===== src/rtl/nsp_pkg.sv =====
// Constants, types and register map of the navigation state packet formatter.
// Operation
// - Packet 20 is the system state packet, 100 bytes, read only.
// - System word byte 0, filter word 2, seconds 4, microseconds 8.
// - Body acceleration X, Y, Z at 48, 52, 56; g-force at 60.
// - Angular rates X, Y, Z in rad/s at bytes 76, 80, 84.
// - Position deviations latitude, longitude, height at bytes 88, 92, 96.
// - System status is twelve independent flags, one means present.
// - Failures: system 0, accel 1, gyro 2, pressure 4; bits 5, 14 zero.
// - Over-range 6, 7, 9; temperature 10, 11; log 12; voltage 13; overflow 15.
// - Filter word: init flags 0-3, events 7-8, aiding sources 9-15.
// - Fix type in filter bits 6 to 4, codes 0 to 7.
// - Seconds count whole seconds since the 1970 epoch.
// - Microseconds since last second, always 0 to 999999.
// - Packet 21: 8 bytes, seconds at 0, microseconds at 4.
// - Packet 22: 14 bytes, microseconds, year, year day, six date bytes.
// - Packet 23: 4 bytes, system word at 0, filter word at 2.
`default_nettype none
package nsp_pkg;
    // ----------------------------------------------------------------
    // Packets
    // ----------------------------------------------------------------
    localparam logic [7:0] ID_SYS = 8'h14;
    localparam logic [7:0] ID_TIME = 8'h15;
    localparam logic [7:0] ID_CAL = 8'h16;
    localparam logic [7:0] ID_STAT = 8'h17;
    localparam logic [6:0] LEN_SYS = 7'h64;
    localparam logic [6:0] LEN_TIME = 7'h08;
    localparam logic [6:0] LEN_CAL = 7'h0e;
    localparam logic [6:0] LEN_STAT = 7'h04;
    localparam int PAY_BITS = 800;
    localparam int SS_SYS = 0;
    localparam int SS_FILT = 2;
    localparam int SS_SEC = 4;
    localparam int SS_USEC = 8;
    localparam int SS_ACC = 48;
    localparam int SS_G = 60;
    localparam int SS_RATE = 76;
    localparam int SS_SIG = 88;
    localparam int CAL_YEAR = 4;
    localparam int CAL_DATE = 8;
    // ----------------------------------------------------------------
    // Status word bits
    // ----------------------------------------------------------------
    localparam int B_SYS_FAIL = 0;
    localparam int B_ACC_FAIL = 1;
    localparam int B_GYR_FAIL = 2;
    localparam int B_PRS_FAIL = 4;
    localparam int B_ACC_RNG = 6;
    localparam int B_GYR_RNG = 7;
    localparam int B_PRS_RNG = 9;
    localparam int B_TMP_LO = 10;
    localparam int B_TMP_HI = 11;
    localparam int B_LOG_ERR = 12;
    localparam int B_HV = 13;
    localparam int B_OVF = 15;
    localparam int B_INIT = 0;
    localparam int B_FIX = 4;
    localparam int B_EV1 = 7;
    localparam int B_EV2 = 8;
    localparam int B_AID = 9;
    // ----------------------------------------------------------------
    // Time base
    // ----------------------------------------------------------------
    localparam int CLK_PERIOD_NS = 10;
    localparam int US_NS = 1000;
    localparam int CYC_PER_US = US_NS / CLK_PERIOD_NS;
    localparam logic [19:0] USEC_MAX = 20'hf423f;
    // ----------------------------------------------------------------
    // Registers
    // ----------------------------------------------------------------
    localparam logic [11:0] REG_CTRL = 12'h000;
    localparam logic [11:0] REG_STATE = 12'h004;
    localparam logic [11:0] REG_SEC = 12'h008;
    localparam logic [11:0] REG_USEC = 12'h00c;
    localparam logic [11:0] REG_SYSW = 12'h010;
    localparam logic [11:0] REG_FILTW = 12'h014;
    // ----------------------------------------------------------------
    // Types
    // ----------------------------------------------------------------
    typedef enum logic [1:0] {ST_IDLE = 2'b01, ST_SEND = 2'b10} nsp_fsm_t;
    typedef struct packed {
        logic psel; logic penable; logic pwrite;
        logic [11:0] paddr; logic [31:0] pwdata;
    } nsp_apb_req_t;
    typedef struct packed {
        logic [31:0] prdata; logic pready; logic pslverr;
    } nsp_apb_rsp_t;
    typedef struct packed {
        logic valid; logic [7:0] data; logic first; logic last; logic [7:0] id;
    } nsp_tx_t;
    typedef struct packed {
        logic sys_fail; logic acc_fail; logic gyr_fail; logic prs_fail;
        logic acc_rng; logic gyr_rng; logic prs_rng; logic tmp_lo;
        logic tmp_hi; logic log_err; logic hv; logic ev1; logic ev2;
    } nsp_pin_t;
    typedef struct packed {
        logic [31:0] acc_x; logic [31:0] acc_y; logic [31:0] acc_z;
        logic [31:0] gforce; logic [31:0] rate_x; logic [31:0] rate_y;
        logic [31:0] rate_z; logic [31:0] sig_lat; logic [31:0] sig_lon;
        logic [31:0] sig_hgt; logic [3:0] init; logic [2:0] fix;
        logic [6:0] aid;
    } nsp_nav_t;
    typedef struct packed {
        logic [15:0] year; logic [15:0] yday; logic [7:0] month;
        logic [7:0] mday; logic [7:0] wday; logic [7:0] hour;
        logic [7:0] minute; logic [7:0] second;
    } nsp_cal_t;
    typedef struct packed {
        logic [15:0] div; logic [19:0] usec; logic [31:0] sec;
    } nsp_tb_t;
endpackage
`default_nettype wire


===== src/rtl/nsp_timebase.sv =====
// Free-running seconds and microseconds counter for the packet formatter.
`default_nettype none
module nsp_timebase
    import nsp_pkg::*;
#(
    parameter int CYC_P = CYC_PER_US
) (
    // Clock and reset
    input wire logic i_ref_clk,
    input wire logic i_rst_n,
    // Seconds load
    input wire logic i_load,
    input wire logic [31:0] i_sec,
    // Time
    output var logic [19:0] o_usec,
    output var logic [31:0] o_sec
);
    nsp_tb_t st;
    nsp_tb_t nx;

    // ----------------------------------------------------------------
    // Counting
    // ----------------------------------------------------------------
    always_comb
    begin
        nx = st;
        nx.div = st.div + 16'h0001;
        if (st.div == 16'(CYC_P - 1))
        begin
            nx.div = '0;
            if (st.usec >= USEC_MAX)
            begin
                nx.usec = '0;
                nx.sec = st.sec + 32'h0000_0001;
            end
            else
            begin
                nx.usec = st.usec + 20'h00001;
            end
        end
        if (i_load)
        begin
            nx.sec = i_sec;
            nx.usec = '0;
            nx.div = '0;
        end
    end

    always_ff @(posedge i_ref_clk)
    begin
        if (!i_rst_n)
            st <= '0;
        else
            st <= nx;
    end

    assign o_usec = st.usec;
    assign o_sec = st.sec;
endmodule // nsp_timebase
`default_nettype wire


===== src/rtl/nsp_formatter.sv =====
// Navigation state packet formatter with APB control and a byte stream out.
//
// The register addresses and the APB slave port were chosen for this implementation.
`default_nettype none
module nsp_formatter
    import nsp_pkg::*;
#(
    parameter int CYC_PER_US_P = CYC_PER_US
) (
    // Clock and reset
    input wire logic i_ref_clk,
    input wire logic i_rst_n,
    // Register bus
    input wire nsp_apb_req_t i_apb,
    output var nsp_apb_rsp_t o_apb,
    // Sensor alarm and event pins
    input wire nsp_pin_t i_pins,
    // Navigation engine values
    input wire nsp_nav_t i_nav,
    input wire nsp_cal_t i_cal,
    // Payload byte stream
    input wire logic i_tx_ready,
    output var nsp_tx_t o_tx
);
    typedef struct packed {
        nsp_fsm_t fsm;
        nsp_pin_t pin_s1;
        nsp_pin_t pin_s2;
        logic [1:0] ev;
        logic ovf;
        logic err;
        nsp_tx_t tx;
        logic [6:0] idx;
        logic [7:0] last_id;
        logic [PAY_BITS-1:0] pay;
        nsp_apb_rsp_t rsp;
    } nsp_st_t;

    nsp_st_t st;
    nsp_st_t nx;
    logic [15:0] sys_w;
    logic [15:0] filt_w;
    logic [PAY_BITS-1:0] pay;
    logic [6:0] len;
    logic id_ok;
    logic [7:0] req_id;
    logic setup;
    logic wr;
    logic req;
    logic sec_ld;
    logic mapped;
    logic [31:0] rd;
    logic [19:0] usec;
    logic [31:0] sec;
    logic hs;

    // ----------------------------------------------------------------
    // Time base
    // ----------------------------------------------------------------
    nsp_timebase #(
        .CYC_P(CYC_PER_US_P)
    ) u_tb (
        .i_ref_clk(i_ref_clk),
        .i_rst_n(i_rst_n),
        .i_load(sec_ld),
        .i_sec(i_apb.pwdata),
        .o_usec(usec),
        .o_sec(sec)
    );

    // ----------------------------------------------------------------
    // Status words
    // ----------------------------------------------------------------
    always_comb
    begin
        sys_w = '0;
        sys_w[B_SYS_FAIL] = st.pin_s2.sys_fail;
        sys_w[B_ACC_FAIL] = st.pin_s2.acc_fail;
        sys_w[B_GYR_FAIL] = st.pin_s2.gyr_fail;
        sys_w[B_PRS_FAIL] = st.pin_s2.prs_fail;
        sys_w[B_ACC_RNG] = st.pin_s2.acc_rng;
        sys_w[B_GYR_RNG] = st.pin_s2.gyr_rng;
        sys_w[B_PRS_RNG] = st.pin_s2.prs_rng;
        sys_w[B_TMP_LO] = st.pin_s2.tmp_lo;
        sys_w[B_TMP_HI] = st.pin_s2.tmp_hi;
        sys_w[B_LOG_ERR] = st.pin_s2.log_err;
        sys_w[B_HV] = st.pin_s2.hv;
        sys_w[B_OVF] = st.ovf;
        filt_w = '0;
        filt_w[B_INIT +: 4] = i_nav.init;
        filt_w[B_FIX +: 3] = i_nav.fix;
        filt_w[B_EV1] = st.ev[0];
        filt_w[B_EV2] = st.ev[1];
        filt_w[B_AID +: 7] = i_nav.aid;
    end

    // ----------------------------------------------------------------
    // Payload assembly
    // ----------------------------------------------------------------
    // Every field lands with its low byte at the lowest offset.
    always_comb
    begin
        pay = '0;
        len = LEN_SYS;
        id_ok = 1'b1;
        req_id = i_apb.pwdata[7:0];
        case (req_id)
            ID_SYS:
            begin
                len = LEN_SYS;
                pay[SS_SYS*8 +: 16] = sys_w;
                pay[SS_FILT*8 +: 16] = filt_w;
                pay[SS_SEC*8 +: 32] = sec;
                pay[SS_USEC*8 +: 32] = {12'h000, usec};
                pay[SS_ACC*8 +: 32] = i_nav.acc_x;
                pay[SS_ACC*8+32 +: 32] = i_nav.acc_y;
                pay[SS_ACC*8+64 +: 32] = i_nav.acc_z;
                pay[SS_G*8 +: 32] = i_nav.gforce;
                pay[SS_RATE*8 +: 32] = i_nav.rate_x;
                pay[SS_RATE*8+32 +: 32] = i_nav.rate_y;
                pay[SS_RATE*8+64 +: 32] = i_nav.rate_z;
                pay[SS_SIG*8 +: 32] = i_nav.sig_lat;
                pay[SS_SIG*8+32 +: 32] = i_nav.sig_lon;
                pay[SS_SIG*8+64 +: 32] = i_nav.sig_hgt;
            end
            ID_TIME:
            begin
                len = LEN_TIME;
                pay[31:0] = sec;
                pay[63:32] = {12'h000, usec};
            end
            ID_CAL:
            begin
                len = LEN_CAL;
                pay[31:0] = {12'h000, usec};
                pay[CAL_YEAR*8 +: 32] = {i_cal.yday, i_cal.year};
                pay[CAL_DATE*8 +: 48] = {i_cal.second, i_cal.minute, i_cal.hour,
                                         i_cal.wday, i_cal.mday, i_cal.month};
            end
            ID_STAT:
            begin
                len = LEN_STAT;
                pay[31:0] = {filt_w, sys_w};
            end
            default:
            begin
                id_ok = 1'b0;
            end
        endcase
    end

    // ----------------------------------------------------------------
    // Register bus decode
    // ----------------------------------------------------------------
    assign setup = i_apb.psel & ~i_apb.penable;
    assign wr = i_apb.psel & i_apb.penable & st.rsp.pready & i_apb.pwrite;
    assign req = wr && (i_apb.paddr == REG_CTRL);
    assign sec_ld = wr && (i_apb.paddr == REG_SEC);
    assign hs = st.tx.valid & i_tx_ready;

    always_comb
    begin
        mapped = 1'b1;
        rd = '0;
        case (i_apb.paddr)
            REG_CTRL: rd = {24'h000000, st.last_id};
            REG_STATE: rd = {29'h0, st.fsm == ST_SEND, st.err, st.ovf};
            REG_SEC: rd = sec;
            REG_USEC: rd = {12'h000, usec};
            REG_SYSW: rd = {16'h0000, sys_w};
            REG_FILTW: rd = {16'h0000, filt_w};
            default: mapped = 1'b0;
        endcase
    end

    // ----------------------------------------------------------------
    // Next state
    // ----------------------------------------------------------------
    always_comb
    begin
        nx = st;
        nx.pin_s1 = i_pins;
        nx.pin_s2 = st.pin_s1;
        nx.rsp.pready = setup;
        nx.rsp.pslverr = setup & ~mapped;
        nx.rsp.prdata = setup && !i_apb.pwrite ? rd : '0;
        case (st.fsm)
            ST_IDLE:
            begin
                if (req && id_ok)
                begin
                    nx.fsm = ST_SEND;
                    nx.pay = pay;
                    nx.idx = '0;
                    nx.last_id = req_id;
                    nx.err = 1'b0;
                    nx.tx.valid = 1'b1;
                    nx.tx.data = pay[7:0];
                    nx.tx.first = 1'b1;
                    nx.tx.last = 1'b0;
                    nx.tx.id = req_id;
                    if (req_id == ID_SYS || req_id == ID_STAT)
                    begin
                        nx.ev = '0;
                        nx.ovf = 1'b0;
                    end
                end
                else if (req)
                begin
                    nx.err = 1'b1;
                end
            end
            ST_SEND:
            begin
                if (req)
                begin
                    nx.ovf = 1'b1;
                end
                if (hs && st.tx.last)
                begin
                    nx.fsm = ST_IDLE;
                    nx.tx = '0;
                end
                else if (hs)
                begin
                    nx.idx = st.idx + 7'h01;
                    nx.tx.data = st.pay[{nx.idx, 3'b000} +: 8];
                    nx.tx.first = 1'b0;
                    nx.tx.last = (st.idx + 7'h02 == plen(st.tx.id));
                end
            end
            default:
            begin
                nx.fsm = ST_IDLE;
                nx.tx = '0;
            end
        endcase
        // Event flags are sticky; a new event beats the clear of a snapshot.
        if (st.pin_s2.ev1)
            nx.ev[0] = 1'b1;
        if (st.pin_s2.ev2)
            nx.ev[1] = 1'b1;
    end

    function automatic logic [6:0] plen(input logic [7:0] id);
        case (id)
            ID_SYS: plen = LEN_SYS;
            ID_TIME: plen = LEN_TIME;
            ID_CAL: plen = LEN_CAL;
            default: plen = LEN_STAT;
        endcase
    endfunction

    // ----------------------------------------------------------------
    // State register
    // ----------------------------------------------------------------
    always_ff @(posedge i_ref_clk)
    begin
        if (!i_rst_n)
        begin
            st <= '0;
            st.fsm <= ST_IDLE;
        end
        else
        begin
            st <= nx;
        end
    end

    assign o_apb = st.rsp;
    assign o_tx = st.tx;

    // ----------------------------------------------------------------
    // Checks
    // ----------------------------------------------------------------
    logic [6:0] cnt;
    always_ff @(posedge i_ref_clk)
    begin
        if (!i_rst_n || (st.fsm == ST_IDLE))
            cnt <= '0;
        else if (hs)
            cnt <= cnt + 7'h01;
    end

    property p_sys_len;
        @(posedge i_ref_clk) disable iff (!i_rst_n)
        hs && st.tx.last && st.tx.id == ID_SYS |-> cnt == LEN_SYS - 7'h01;
    endproperty
    a_sys_len: assert property (p_sys_len) else $error("system packet length wrong");

    property p_time_len;
        @(posedge i_ref_clk) disable iff (!i_rst_n)
        hs && st.tx.last && st.tx.id == ID_TIME |-> cnt == LEN_TIME - 7'h01;
    endproperty
    a_time_len: assert property (p_time_len) else $error("time packet length wrong");

    property p_sys_first;
        @(posedge i_ref_clk) disable iff (!i_rst_n)
        st.fsm == ST_IDLE && req && req_id == ID_SYS
        |=> o_tx.valid && o_tx.first && o_tx.data == $past(sys_w[7:0]);
    endproperty
    a_sys_first: assert property (p_sys_first) else $error("first byte not status low");

    property p_hold;
        @(posedge i_ref_clk) disable iff (!i_rst_n)
        o_tx.valid && !i_tx_ready |=> $stable(o_tx);
    endproperty
    a_hold: assert property (p_hold) else $error("stream byte changed while stalled");

    property p_reserved;
        @(posedge i_ref_clk) disable iff (!i_rst_n)
        sys_w[5] == 1'b0 && sys_w[14] == 1'b0;
    endproperty
    a_reserved: assert property (p_reserved) else $error("reserved status bit set");

    property p_fix;
        @(posedge i_ref_clk) disable iff (!i_rst_n)
        filt_w[6:4] == i_nav.fix;
    endproperty
    a_fix: assert property (p_fix) else $error("fix code misplaced");

    property p_usec_range;
        @(posedge i_ref_clk) disable iff (!i_rst_n)
        usec <= USEC_MAX;
    endproperty
    a_usec_range: assert property (p_usec_range) else $error("microseconds out of range");

    property p_wrap;
        @(posedge i_ref_clk) disable iff (!i_rst_n)
        (usec == USEC_MAX && !sec_ld) ##1 (usec != USEC_MAX)
        |-> usec == 20'h00000 && sec == $past(sec) + 32'h0000_0001;
    endproperty
    a_wrap: assert property (p_wrap) else $error("seconds did not advance");

    property p_ovf;
        @(posedge i_ref_clk) disable iff (!i_rst_n)
        st.fsm == ST_SEND && req |=> sys_w[B_OVF];
    endproperty
    a_ovf: assert property (p_ovf) else $error("overflow not flagged");

    property p_c_sys;
        @(posedge i_ref_clk) hs && st.tx.last && st.tx.id == ID_SYS;
    endproperty
    c_sys: cover property (p_c_sys);

    property p_c_cal;
        @(posedge i_ref_clk) hs && st.tx.last && st.tx.id == ID_CAL;
    endproperty
    c_cal: cover property (p_c_cal);

    property p_c_stall;
        @(posedge i_ref_clk) o_tx.valid && !i_tx_ready ##1 hs;
    endproperty
    c_stall: cover property (p_c_stall);
endmodule // nsp_formatter
`default_nettype wire


===== config.mk =====
export PLATFORM = sky130hd
export DESIGN_NAME = nsp_formatter
export DESIGN_NICKNAME = d
export VERILOG_FILES = /design/src/rtl/nsp_pkg.sv /design/src/rtl/nsp_timebase.sv /design/src/rtl/nsp_formatter.sv
export SDC_FILE = /design/constraint.sdc
export NUM_CORES = 1
export LEC_CHECK = 0
export BUFFER_PORTS_ARGS = -buffer_cell sky130_fd_sc_hd__buf_2
export CAP_MARGIN = 40
export CORE_ASPECT_RATIO = 1.2
export CORE_MARGIN = 2
export CORE_UTILIZATION = 40
export DETAILED_ROUTE_END_ITERATION = 12
export PLACE_DENSITY = 0.72
export SLEW_MARGIN = 20
export SYNTH_ARGS = -nofsm -noshare
export SYNTH_HDL_FRONTEND = slang
export SYNTH_SLANG_ARGS = --single-unit
export TNS_END_PERCENT = 1

===== constraint.sdc =====
create_clock -name i_ref_clk -period 3.04 [get_ports i_ref_clk]
set_input_delay 0 -clock i_ref_clk [delete_from_list [all_inputs] [get_ports i_ref_clk]]
set_output_delay 0 -clock i_ref_clk [all_outputs]
set_load 0.01 [all_outputs]

==> metrics.md, run 1 <==
| Metric | Value |
|---|---|
| Outcome | finished, final reports clean |
| Most common cell in the netlist | dfxtp_1 |
| Die height | around 280 um |
| Via count | 25,100 |
| Synth Instances | 2,518 |
| Largest net degree at the start of global routing | 137 |
| Clk buf depth | 3 |
| Yosys top cell by area | dfxtp_1 |
| Min-delay worst type | input port to flop |
| Worst Hold End | st[51] |
| Drt wl/cell | 24.7 um |
| P&R area growth vs syn | 38.7% |
| Initial Util | 40.4% |
| Post-Syn Nets | 3,002 |
| First-pass GRT wire length | 156 mm |
| Worst setup path class | flop to flop |
| Period utilisation layout | 95.1% |
| # clock sinks | 600 |
| Period minus WS final | a little under 3 ns |
| Number of synthesized flops with an enable pin | 0 |
| Critical Path RT | 3.51 ns |
| Max cap viols | 0 |
| Startpoint Class | flop |
| Pleak | 14.1 nW |
| Power share of the combinational group | under 10% |
| Root buf cell | clkbuf_16 |
| Post-route setup slack | 0.149 ns |
| Yosys warns | 0 |
| Critical path fanouts, max | 12 |
| P_int | 13.3 mW |
| Synth top area cells | dfxtp_1, a22o_1, mux4_2, a21oi_1, nor2_1 |
| Place WS | 0.0683 ns |
| Drt via density | 5.83 |
| PnR Total Power | ~17 mW |
| Antenna-violating nets left | 0 |
| GRT overflow | 0 |
| WHS Path Cells | 5 |
| Seq/Total Area, Yosys | 46.1% |
| RePlAce Congestion | 0.979 |
| CTS tree | done |
| Pins Over Slew Limit | 0 |
| DRC Markers | 0 |
| CTS clk-pin slew, worst paths | 0.06 ns |
| Area share of the largest cell type after synthesis | 46.1% |
| Clock power frac | roughly 47% |
| Max VDD drop | 356 uV |
| DP Wirelength | 68.5 mm |
| Worst slew pin tran | 0.791 ns |
| RR Endpoint | u_tb.o_sec[24] |
| Fraction of layout cells with a size suffix above 1 | 25.4% |
| GRT Overall Usage | 30.3% |
| Reg2reg setup slack | around 0.15 ns |
| Mapped Area | 26,100 um2 |
| Area of the core | between 60,000 and 70,000 um2 |
| Max Freq | 346 MHz |
| Die area | 67,300 um2 |
| Worst skew pair latency | 0.63 ns |
| Die W | 237 um |
| Number of CTS-inserted buffers | 60 |
| RSZ-0062 raised after global routing | no |
| CTS H-Tree Depth | 2 |
| Final hold vios | 0 |
| Setup violators final | 0 |
| Final core occ | 56.0% |
| Setup_tns | 0 ns |
| Initial antenna violation count | 12 |
| Starting DRC count in detailed routing | 2,682 |
| Reg-to-Reg Start | u_tb.o_sec[3] |
| Hold Startpoint | i_nav[11] |
| Cell Rows | 102 |
| Clock Skew | 0.0358 ns |
| Critical path capture point type | flop |
| Pre-antenna DRT Iters | 6 |
| Async SR Flop Fraction | 0% |
| Ports | 530 |
| Worst Reg-to-Reg Cells | 7 |
| Psw | 3.97 mW |
| NumNets Final | 3,896 |
| Hold slack | 0.0472 ns |
| Sequential power share | between 40% and 50% |
| Most used DFF post-synth | dfxtp_1 |
| Fill count | 5,183 |
| Routed WL | 106 mm |
| Vias in the first global route | 25,000 |
| Power per cell area | 477 nW/um2 |
| Syn Area/Cell | about 10 um2 |
| Commonest cells in the netlist | dfxtp_1, a22o_1, nor2_1 |
| Post-synth cell types | between 60 and 70 |
| Synth Register Bits | 600 |
| Max-Slew Margin vs Limit | 47.3% |
| Port bufs | 529 |
| Sw frac | 23.0% |
| CP arrival | 3.36 ns |
==> cell families after synthesis <==
kind of cell | synth area share (%)
adders and majority gates | 0.336
xor gates and xnor gates | 2.56
and+or+nand+nor | 11.0
muxes | 11.0
buffers and inverters | 6.57
AOI/OAI and AO/OA | 22.5
DFF | 46.1
==> power by group through the flow <==
| stage | Combinational (mW) | Sequential [mW] | Clock (mW) |
|---|---|---|---|
| after floorplan | 0.233 | 8.07 | 0 |
| after global placement | 0.702 | 8.07 | 0 |
| after detailed placement | 0.698 | 8.07 | 0 |
| after CTS | 1.19 | 7.90 | 8.20 |
| after global routing | 1.31 | 7.89 | 8.55 |
| final | 1.25 | 7.90 | 8.12 |
==> flip-flops by register name, indices dropped and copies added, names as in the netlist <==
register / count
st: 464
o_tx: 19
u_tb.o_usec: 20
o_apb: 34
u_tb.st: 16
u_tb.o_sec: 32
filt_w: 2
nx: 13
==> timing repair <==
action                                  4_1_cts  5_1_grt
endpoints found under the setup margin        0        3
resized for setup                             0        0
endpoints found under the hold margin       492        0
hold buffers                                477        0
buffers inserted                              0        1
==> worst max-delay path by stage <==
stage	start	endpoint	slack, ns	cells after the start
floorplan	st[843]	o_tx[13]	0.31	9
global placement	st[842]	o_tx[15]	0.06	7
detailed placement	st[842]	o_tx[16]	0.07	9
CTS	st[842]	o_tx[16]	0.04	9
global route	st[844]	o_tx[15]	0.007	10
finish	u_tb.o_sec[3]	u_tb.o_sec[24]	0.15	7
==> metrics by stage <==
stage               instance area (um2)  cells
floorplan                         26100   2518
global placement                  29200   3703
detailed placement                29200   3704
CTS                               36100   4292
global route                      36200   4301
finish                            36200   4303
==> worst max-delay path, cell delays in order (launching register included) <==
cell	delay (ns)
dfxtp_1	0.47
and4_1	0.28
and3_1	0.30
nand4_1	0.48
buf_4	0.35
nor4_1	0.49
xnor2_1	0.23
o22ai_1	0.13
==> placed cells by master, fill, tap and decap left out, drive strengths merged, types with 14 or more instances in the layout <==
| cell | synthesis | layout |
|---|---|---|
| nand4 | 16 | 16 |
| nand2b | 14 | 14 |
| nor3 | 27 | 27 |
| xnor2 | 41 | 41 |
| and3 | 30 | 30 |
| nand3 | 57 | 57 |
| a211oi | 80 | 80 |
| a22o | 353 | 353 |
| inv | 18 | 22 |
| mux2 | 16 | 16 |
| clkinv | 1 | 14 |
| mux4 | 102 | 102 |
| o21ai | 57 | 57 |
| xor2 | 33 | 33 |
| clkbuf | 120 | 75 |
| nor4 | 15 | 15 |
| mux2i | 38 | 38 |
| dlygate4sd3 | 0 | 477 |
| nand2 | 152 | 152 |
| buf | 164 | 639 |
| a22oi | 75 | 75 |
| and2 | 45 | 45 |
| nor2 | 173 | 173 |
| nor2b | 30 | 30 |
| dfxtp | 600 | 600 |
| a21oi | 147 | 147 |
==> layout make-up <==
cell class	count	area, um2	share of cell area, %
clock buffers	75	1620	4.47
clock inverters	36	514	1.42
well taps	832	1040	2.88
flip-flops and latches	600	12000	33.2
diodes	10	25.0	0.0692
multi-input cells	1615	12400	34.4
repair buffers	1116	8460	23.4
inverters	19	71.3	0.197
==> layer usage <==
layer,up-vias,share of wire [%],track usage [%]
li1,11200,-,-
met1,11900,37,36.1
met2,1638,48,52.1
met3,354,9.3,6.26
met4,4,5.5,14.3
met5,-,0.020,0
No activity file was read; power rests on OpenSTA's default activity.
==> inputs of run 2 (changes only) <==
- clock period: 3.04 -> 3.24 ns (I/O delays scaled with it)
==> metrics.md, run 2 (synthesized netlist as in run 1, its figures left out) <==
| Metric | Value |
|---|---|
| Outcome | finished, final reports clean |
| Commonest non-fill, non-tap cell in the layout | dfxtp_1 |
| Most used routing layer | met2 |
| Critical path capture point type | flop |
| Period utilisation layout | 93.9% (-1.2 points) |
| Antenna-violating nets left | 0 (unchanged) |
| CP top delay family | compound AO/OA/AOI/OAI gates |
| Port bufs | 529 (unchanged) |
| Pre-antenna DRT Iters | 8 (+2) |
| Die W | 237 um (unchanged) |
| Critical path fanouts, max | 30 (+18) |
| Worst slew pin tran | 0.699 ns (-0.0919 ns) |
| DP Wirelength | 69.1 mm (+0.92%) |
| Most frequent cells in the layout | dfxtp_1, buf_2, dlygate4sd3_1 |
| Initial antenna violation count | 12 (unchanged) |
| Routed WL | 107 mm (+1.0%) |
| Worst setup path class | flop to flop |
| GRT Overall Usage | 30.7% (+0.40 points) |
| CTS clk-pin slew, worst paths | 0.06 ns (about the same) |
| Met3 usage | 6.25% (-0.0097 points) |
| CP arrival | 3.57 ns (+0.21 ns) |
| DRC Markers | 0 (unchanged) |
| PostCTS Resize Cnt | 0 (unchanged) |
| Pleak | 14.1 nW (about the same) |
| Sequential power share | 45.6% (about the same) |
| Post-route setup slack | 0.198 ns (+0.0491 ns) |
| Met1 Resource Use GR | 35.6% (-0.42 points) |
| Min-delay worst type | input port to flop |
| GRT overflow | 0 (unchanged) |
| # clock sinks | 600 (unchanged) |
| Setup_tns | 0 ns (unchanged) |
| Power share of the combinational group | 7.3% (about the same) |
| Crit path buf inv count | 1 (unchanged) |
| Pins Over Slew Limit | 0 (unchanged) |
| Place WS | 0.0870 ns (+0.0188 ns) |
| Biggest register | st |
| Largest register FFs | 464 (unchanged) |
| Die area | 67,300 um2 (unchanged) |
| Cell Rows | 102 (unchanged) |
| Starting DRC count in detailed routing | 2,839 (+5.9%) |
| Number of CTS-inserted buffers | 66 (+10%) |
| Clock power frac | 47.1% (about the same) |
| Slowest-stage cell, CP | mux4_2 |
| Grt met2 use | 52.9% (+0.78 points) |
| Sw frac | 23.4% (+0.43 points) |
| Period minus WS final | 3.04 ns (+0.151 ns) |
| Initial Util | 40.4% (unchanged) |
| Drt via density | 5.90 (+1.3%) |
| CP peak stage delay | 0.53 ns (+0.04 ns) |
| First-pass GRT wire length | 157 mm (+0.68%) |
| CTS tree | done |
| Clock Skew | 0.0264 ns (-0.00948 ns) |
| CTS H-Tree Depth | 3 (+1) |
| Max cap viols | 0 (unchanged) |
| Area of the core | 64,600 um2 (unchanged) |
| NumNets Final | 3,895 (-0.026%) |
| Critical Path RT | 3.77 ns (+0.26 ns) |
| Ports | 530 (unchanged) |
| P_int | 12.4 mW (-6.5%) |
| RePlAce Congestion | 0.987 (+0.79%) |
| Drt wl/cell | 24.9 um (+0.98%) |
| Root buf cell | clkbuf_16 |
| Post-route cell area | 36,100 um2 (about the same) |
| Final hold vios | 0 (unchanged) |
| Via count | 25,400 (+1.4%) |
| Die height | 284 um (unchanged) |
| CP Cell Sequence | ha_4 > xor2_4 > buf_4 > mux2i_1 > mux4_2 > o221ai_1 > a31oi_1 > o31ai_1 |
| Largest net degree at the start of global routing | 137 (unchanged) |
| Startpoint Class | flop |
| Max-Slew Margin vs Limit | 52.2% (+4.9 points) |
| PnR Total Power | 16.2 mW (-6.0%) |
| Power per cell area | 449 nW/um2 (-5.9%) |
| Cell Area, Placed | 29,200 um2 (about the same) |
| RSZ-0062 raised after global routing | no |
| Clk buf depth | 3 (unchanged) |
| P&R area growth vs syn | 38.6% (about the same) |
| Worst skew pair latency | 0.62 ns (about the same) |
| Max Freq | 329 MHz (-5.0%) |
| Fraction of layout cells with a size suffix above 1 | 25.5% (+0.036 points) |
| Vias in the first global route | 25,500 (+1.8%) |
| Setup violators final | 0 (unchanged) |
| Max VDD drop | 401 uV (+13%) |
| Fill count | 5,226 (+0.83%) |
| Psw | 3.80 mW (-4.2%) |
[run 2: cell count changes in the layout (fill, tap and decap cells not counted), moves of 3 or more]
cell,change
inv_6,+5
buf_4,-3
clkbuf_1,+4
bufinv_16,-5
clkbuf_16,+6
clkinvlp_4,-5
dlygate4sd3_1,-6
clkinv_2,+4
[run 2: final cells by class]
class                           count  area [um2]  area share [%]
Multi-Input combinational cell   1615       12400            34.4
Tap cell                          832        1040            2.88
Clock inverter                     33         383            1.06
Clock buffer                       84        1770            4.89
Timing Repair Buffer             1109        8410            23.3
Sequential cell                   600       12000            33.2
Antenna cell                       12        30.0          0.0831
Inverter                           19        71.3           0.197
[run 2: final timing paths]
check	startpoint	endpoint	slack (ns)	cells past startpoint
worst min register to register	nx[884]	st[884]	0.43	1
worst min-delay path	i_tx_ready	o_tx[17]	0.04	5
worst max-delay path	st[843]	o_tx[17]	0.20	8
worst max register to register	st[843]	o_tx[17]	0.20	8
[run 2: what timing repair did]
item                                    4_1_cts  5_1_grt
buffers inserted                              0        1
endpoints found under the setup margin        0        3
hold buffers                                470        1
endpoints found under the hold margin       479        3
[run 2: per-stage QoR]
stage | instances | hold slack, ns | utilization, %
after floorplan | 2518 | 0.126 | -
after global placement | 3699 | 0.210 | 45.2
after detailed placement | 3701 | 0.211 | 45.2
after CTS | 4288 | 0.00565 | 55.8
after global routing | 4301 | 0.0818 | 56.0
final | 4304 | 0.0367 | 56.0
[run 2: worst register-to-register path: stages, from the launching register on]
cell,delay [ns]
dfxtp_1,0.46
ha_4,0.27
xor2_4,0.28
buf_4,0.48
mux2i_1,0.18
mux4_2,0.53
o221ai_1,0.41
a31oi_1,0.15
o31ai_1,0.19
[run 2: metal layers]
layer,vias to the layer above,share of wire [%]
met5,-,0.022
met4,4,6.2
met3,401,9.3
met2,1694,49
met1,12100,36
li1,11200,-
[run 2: power groups by stage]
stage,Sequential [mW],Combinational [mW],Clock [mW]
CTS,7.41,1.11,7.70
detailed placement,7.58,0.659,0
global placement,7.58,0.661,0
finish,7.41,1.18,7.65
floorplan,7.57,0.218,0
global route,7.41,1.23,8.00
==> inputs of run 3 (changes only) <==
- CORE_UTILIZATION: 40 -> 30
- PLACE_DENSITY: 0.72 -> 0.6
- SYNTH_HIERARCHICAL: default -> 1
==> metrics.md, run 3 <==
| Metric | Value |
|---|---|
| Vias in the first global route | 24,600 (-3.5%) |
| Fill count | 8,397 (+61%) |
| Worst Reg-to-Reg Cells | 7 (-1) |
| Min-delay worst type | input port to flop |
| CTS tree | done |
| Seq/Total Area, Yosys | 44.7% (-1.4 points) |
| Largest register FFs | 464 (unchanged) |
| Pleak | 14.7 nW (+4.5%) |
| Port bufs | 529 (unchanged) |
| Placed Cells | 4,045 (+9.3%) |
| Setup violators final | 0 (unchanged) |
| Worst slew pin tran | 0.856 ns (+0.157 ns) |
| Die W | 277 um (+17%) |
| Initial Util | 30.2% (-10 points) |
| Worst setup path class | flop to flop |
| # clock sinks | 600 (unchanged) |
| Max VDD drop | 450 uV (+12%) |
| Critical Path RT | 3.84 ns (+0.07 ns) |
| First-pass GRT wire length | 162 mm (+2.6%) |
| Power per cell area | 449 nW/um2 (about the same) |
| Startpoint Class | flop |
| Place WS | 0.357 ns (+0.270 ns) |
| Max Freq | 344 MHz (+4.6%) |
| Starting DRC count in detailed routing | 2,489 (-12%) |
| Hold Startpoint | i_nav[322] |
| Number of synthesized flops with an enable pin | 0 (unchanged) |
| Sw frac | 23.0% (-0.43 points) |
| GRT Overall Usage | 23.0% (-7.7 points) |
| Die height | 332 um (+17%) |
| Worst Hold End | st[438] |
| CP arrival | 3.50 ns (-0.07 ns) |
| Clock Skew | 0.0231 ns (-0.00322 ns) |
| Synth Instances | 2,583 (+2.6%) |
| GRT overflow | 0 (unchanged) |
| Clk buf depth | 3 (unchanged) |
| P_int | 12.9 mW (+3.3%) |
| Setup_tns | 0 ns (unchanged) |
| NumNets Final | 3,917 (+0.56%) |
| Worst skew pair latency | 0.67 ns (+0.05 ns) |
| Post-CTS Setup Bufs | 0 (unchanged) |
| Reg-to-Reg Start | st[842] |
| Power share of the combinational group | 7.4% (about the same) |
| Psw | 3.84 mW (+0.87%) |
| Most frequent cells in the layout | dfxtp_1, buf_2, dlygate4sd3_1 |
| Drt wl/cell | 23.7 um (-4.8%) |
| Post-route setup slack | 0.332 ns (+0.133 ns) |
| RR Endpoint | o_tx[12] |
| Post-Syn Nets | 3,067 (+2.2%) |
| Period minus WS final | 2.91 ns (-0.133 ns) |
| Pins Over Slew Limit | 0 (unchanged) |
| Yosys warns | 6 (+6) |
| DP Wirelength | 77.8 mm (+13%) |
| Pre-antenna DRT Iters | 10 (+2) |
| Sequential power share | 44.4% (-1.2 points) |
| CTS clk-pin slew, worst paths | 0.07 ns (about the same) |
| Biggest register | st |
| Fraction of layout cells with a size suffix above 1 | 25.9% (+0.42 points) |
| Final Non-Filler Cells | 4,647 (+8.0%) |
| Commonest cells in the netlist | dfxtp_1, a22o_1, nand2_1 |
| Die area | 92,000 um2 (+37%) |
| Max-Slew Margin vs Limit | 42.7% (-9.5 points) |
| Async SR Flop Fraction | 0% (unchanged) |
| Commonest non-fill, non-tap cell in the layout | dfxtp_1 |
| Clock power frac | 48.2% (+1.1 points) |
| Yosys top cell by area | dfxtp_1 |
| Reg2reg setup slack | 0.33 ns (+0.13 ns) |
| Critical path fanouts, max | 47 (+57%) |
| RSZ-0062 raised after global routing | no |
| Initial antenna violation count | 8 (-4) |
| Period utilisation layout | 89.8% (-4.1 points) |
| Mapped Area | 26,900 um2 (+3.0%) |
| Final hold vios | 0 (unchanged) |
| Largest net degree at the start of global routing | 128 (-6.6%) |
| Cell Rows | 120 (+18%) |
| Ports | 530 (unchanged) |
| Drt via density | 5.36 (-9.2%) |
| Outcome | finished, final reports clean |
| Routed WL | 110 mm (+2.8%) |
| Max cap viols | 0 (unchanged) |
| Antenna-violating nets left | 0 (unchanged) |
| Area of the core | 89,000 um2 (+38%) |
| Most used DFF post-synth | dfxtp_1 |
| Post-synth cell types | 71 (+2.9%) |
| P&R area growth vs syn | 38.3% |
| DRC Markers | 0 (unchanged) |
| Via count | 24,900 (-1.9%) |
| CTS H-Tree Depth | 2 (-1) |
| Root buf cell | clkbuf_16 |
| Synth top area cells | dfxtp_1, a22o_1, mux4_2, buf_4, nand2_1 |
| Critical path capture point type | flop |
| WHS Path Cells | 3 (-2) |
| Most common cell in the netlist | dfxtp_1 |
| Number of CTS-inserted buffers | 61 (-7.6%) |
| Synth Register Bits | 600 (unchanged) |
| RePlAce Congestion | 0.892 (-9.6%) |
| Syn Area/Cell | 10.4 um2 (+0.45%) |
| Area share of the largest cell type after synthesis | 44.7% (-1.4 points) |
[run 3: per-layer routing]
| layer | vias up | global-route usage (%) | routed length [um] |
|---|---|---|---|
| met5 | - | 0 | 52 |
| met4 | 8 | 8.70 | 4320 |
| met3 | 219 | 4.91 | 8500 |
| met2 | 1157 | 38.5 | 52400 |
| met1 | 12200 | 29.0 | 45100 |
| li1 | 11300 | - | - |
[run 3: final cells by class]
class | instances | area (um2) | share of cell area (%)
repair buffers | 1113 | 8450 | 22.7
clock inverters | 30 | 477 | 1.28
clock buffers | 85 | 1810 | 4.87
diodes | 3 | 7.51 | 0.0202
well taps | 1159 | 1450 | 3.90
inverters | 20 | 75.1 | 0.202
multi-input cells | 1637 | 12900 | 34.7
flip-flops and latches | 600 | 12000 | 32.3
[run 3: how the worst max path moves through the flow]
stage	startpoint	to	slack, ns
4_1_cts	st[843]	o_tx[13]	0.33
2_1_floorplan	st[843]	o_tx[10]	0.78
3_3_place_gp	st[843]	o_tx[13]	0.35
6_report	st[842]	o_tx[12]	0.33
3_5_place_dp	st[843]	o_tx[13]	0.36
5_1_grt	st[842]	o_tx[12]	0.19
[run 3: power groups by stage]
stage | sequential [mW] | clock, mW | combinational [mW]
after CTS | 7.41 | 8.16 | 1.20
after detailed placement | 7.58 | 0 | 0.745
after floorplan | 7.57 | 0 | 0.233
after global placement | 7.58 | 0 | 0.750
after global routing | 7.41 | 8.45 | 1.30
final | 7.41 | 8.04 | 1.24
[run 3: per-stage QoR]
step                util [%]  power (mW)  hold slack [ns]  instance area, um2
floorplan                  -        7.80            0.125               26900
global placement        33.7        8.33            0.210               30000
detailed placement      33.7        8.32            0.211               30000
CTS                     41.7        16.8           0.0415               37100
global route            41.8        17.2           0.0700               37200
finish                  41.8        16.7           0.0833               37200
[run 3: what timing repair did]
item                                   in CTS  in global routing
hold buffers                              482                  0
gates resized for setup                     0                  0
endpoints found under the hold margin     497                  0
[run 3: logic make-up (layout without fill, tap and decap cells)]
group,count (synthesis),after routing,share of synthesized area [%]
adders and majority gates,7,7,0.326
muxes,158,158,11.1
DFF,600,600,44.7
other,0,3,0
buffers and inverters,346,1248,7.56
xor gates and xnor gates,45,45,1.47
AOI/OAI and AO/OA,810,810,23.0
and+or+nand+nor,617,617,11.9
[run 3: critical path, cell delays in order, from the launching register on]
cell and delay [ns]:
dfxtp_4 0.38, buf_4 0.55, buf_4 0.50, mux4_2 0.33
mux2i_1 0.08, a2111oi_0 0.64, o21ai_0 0.22, nand3_1 0.12
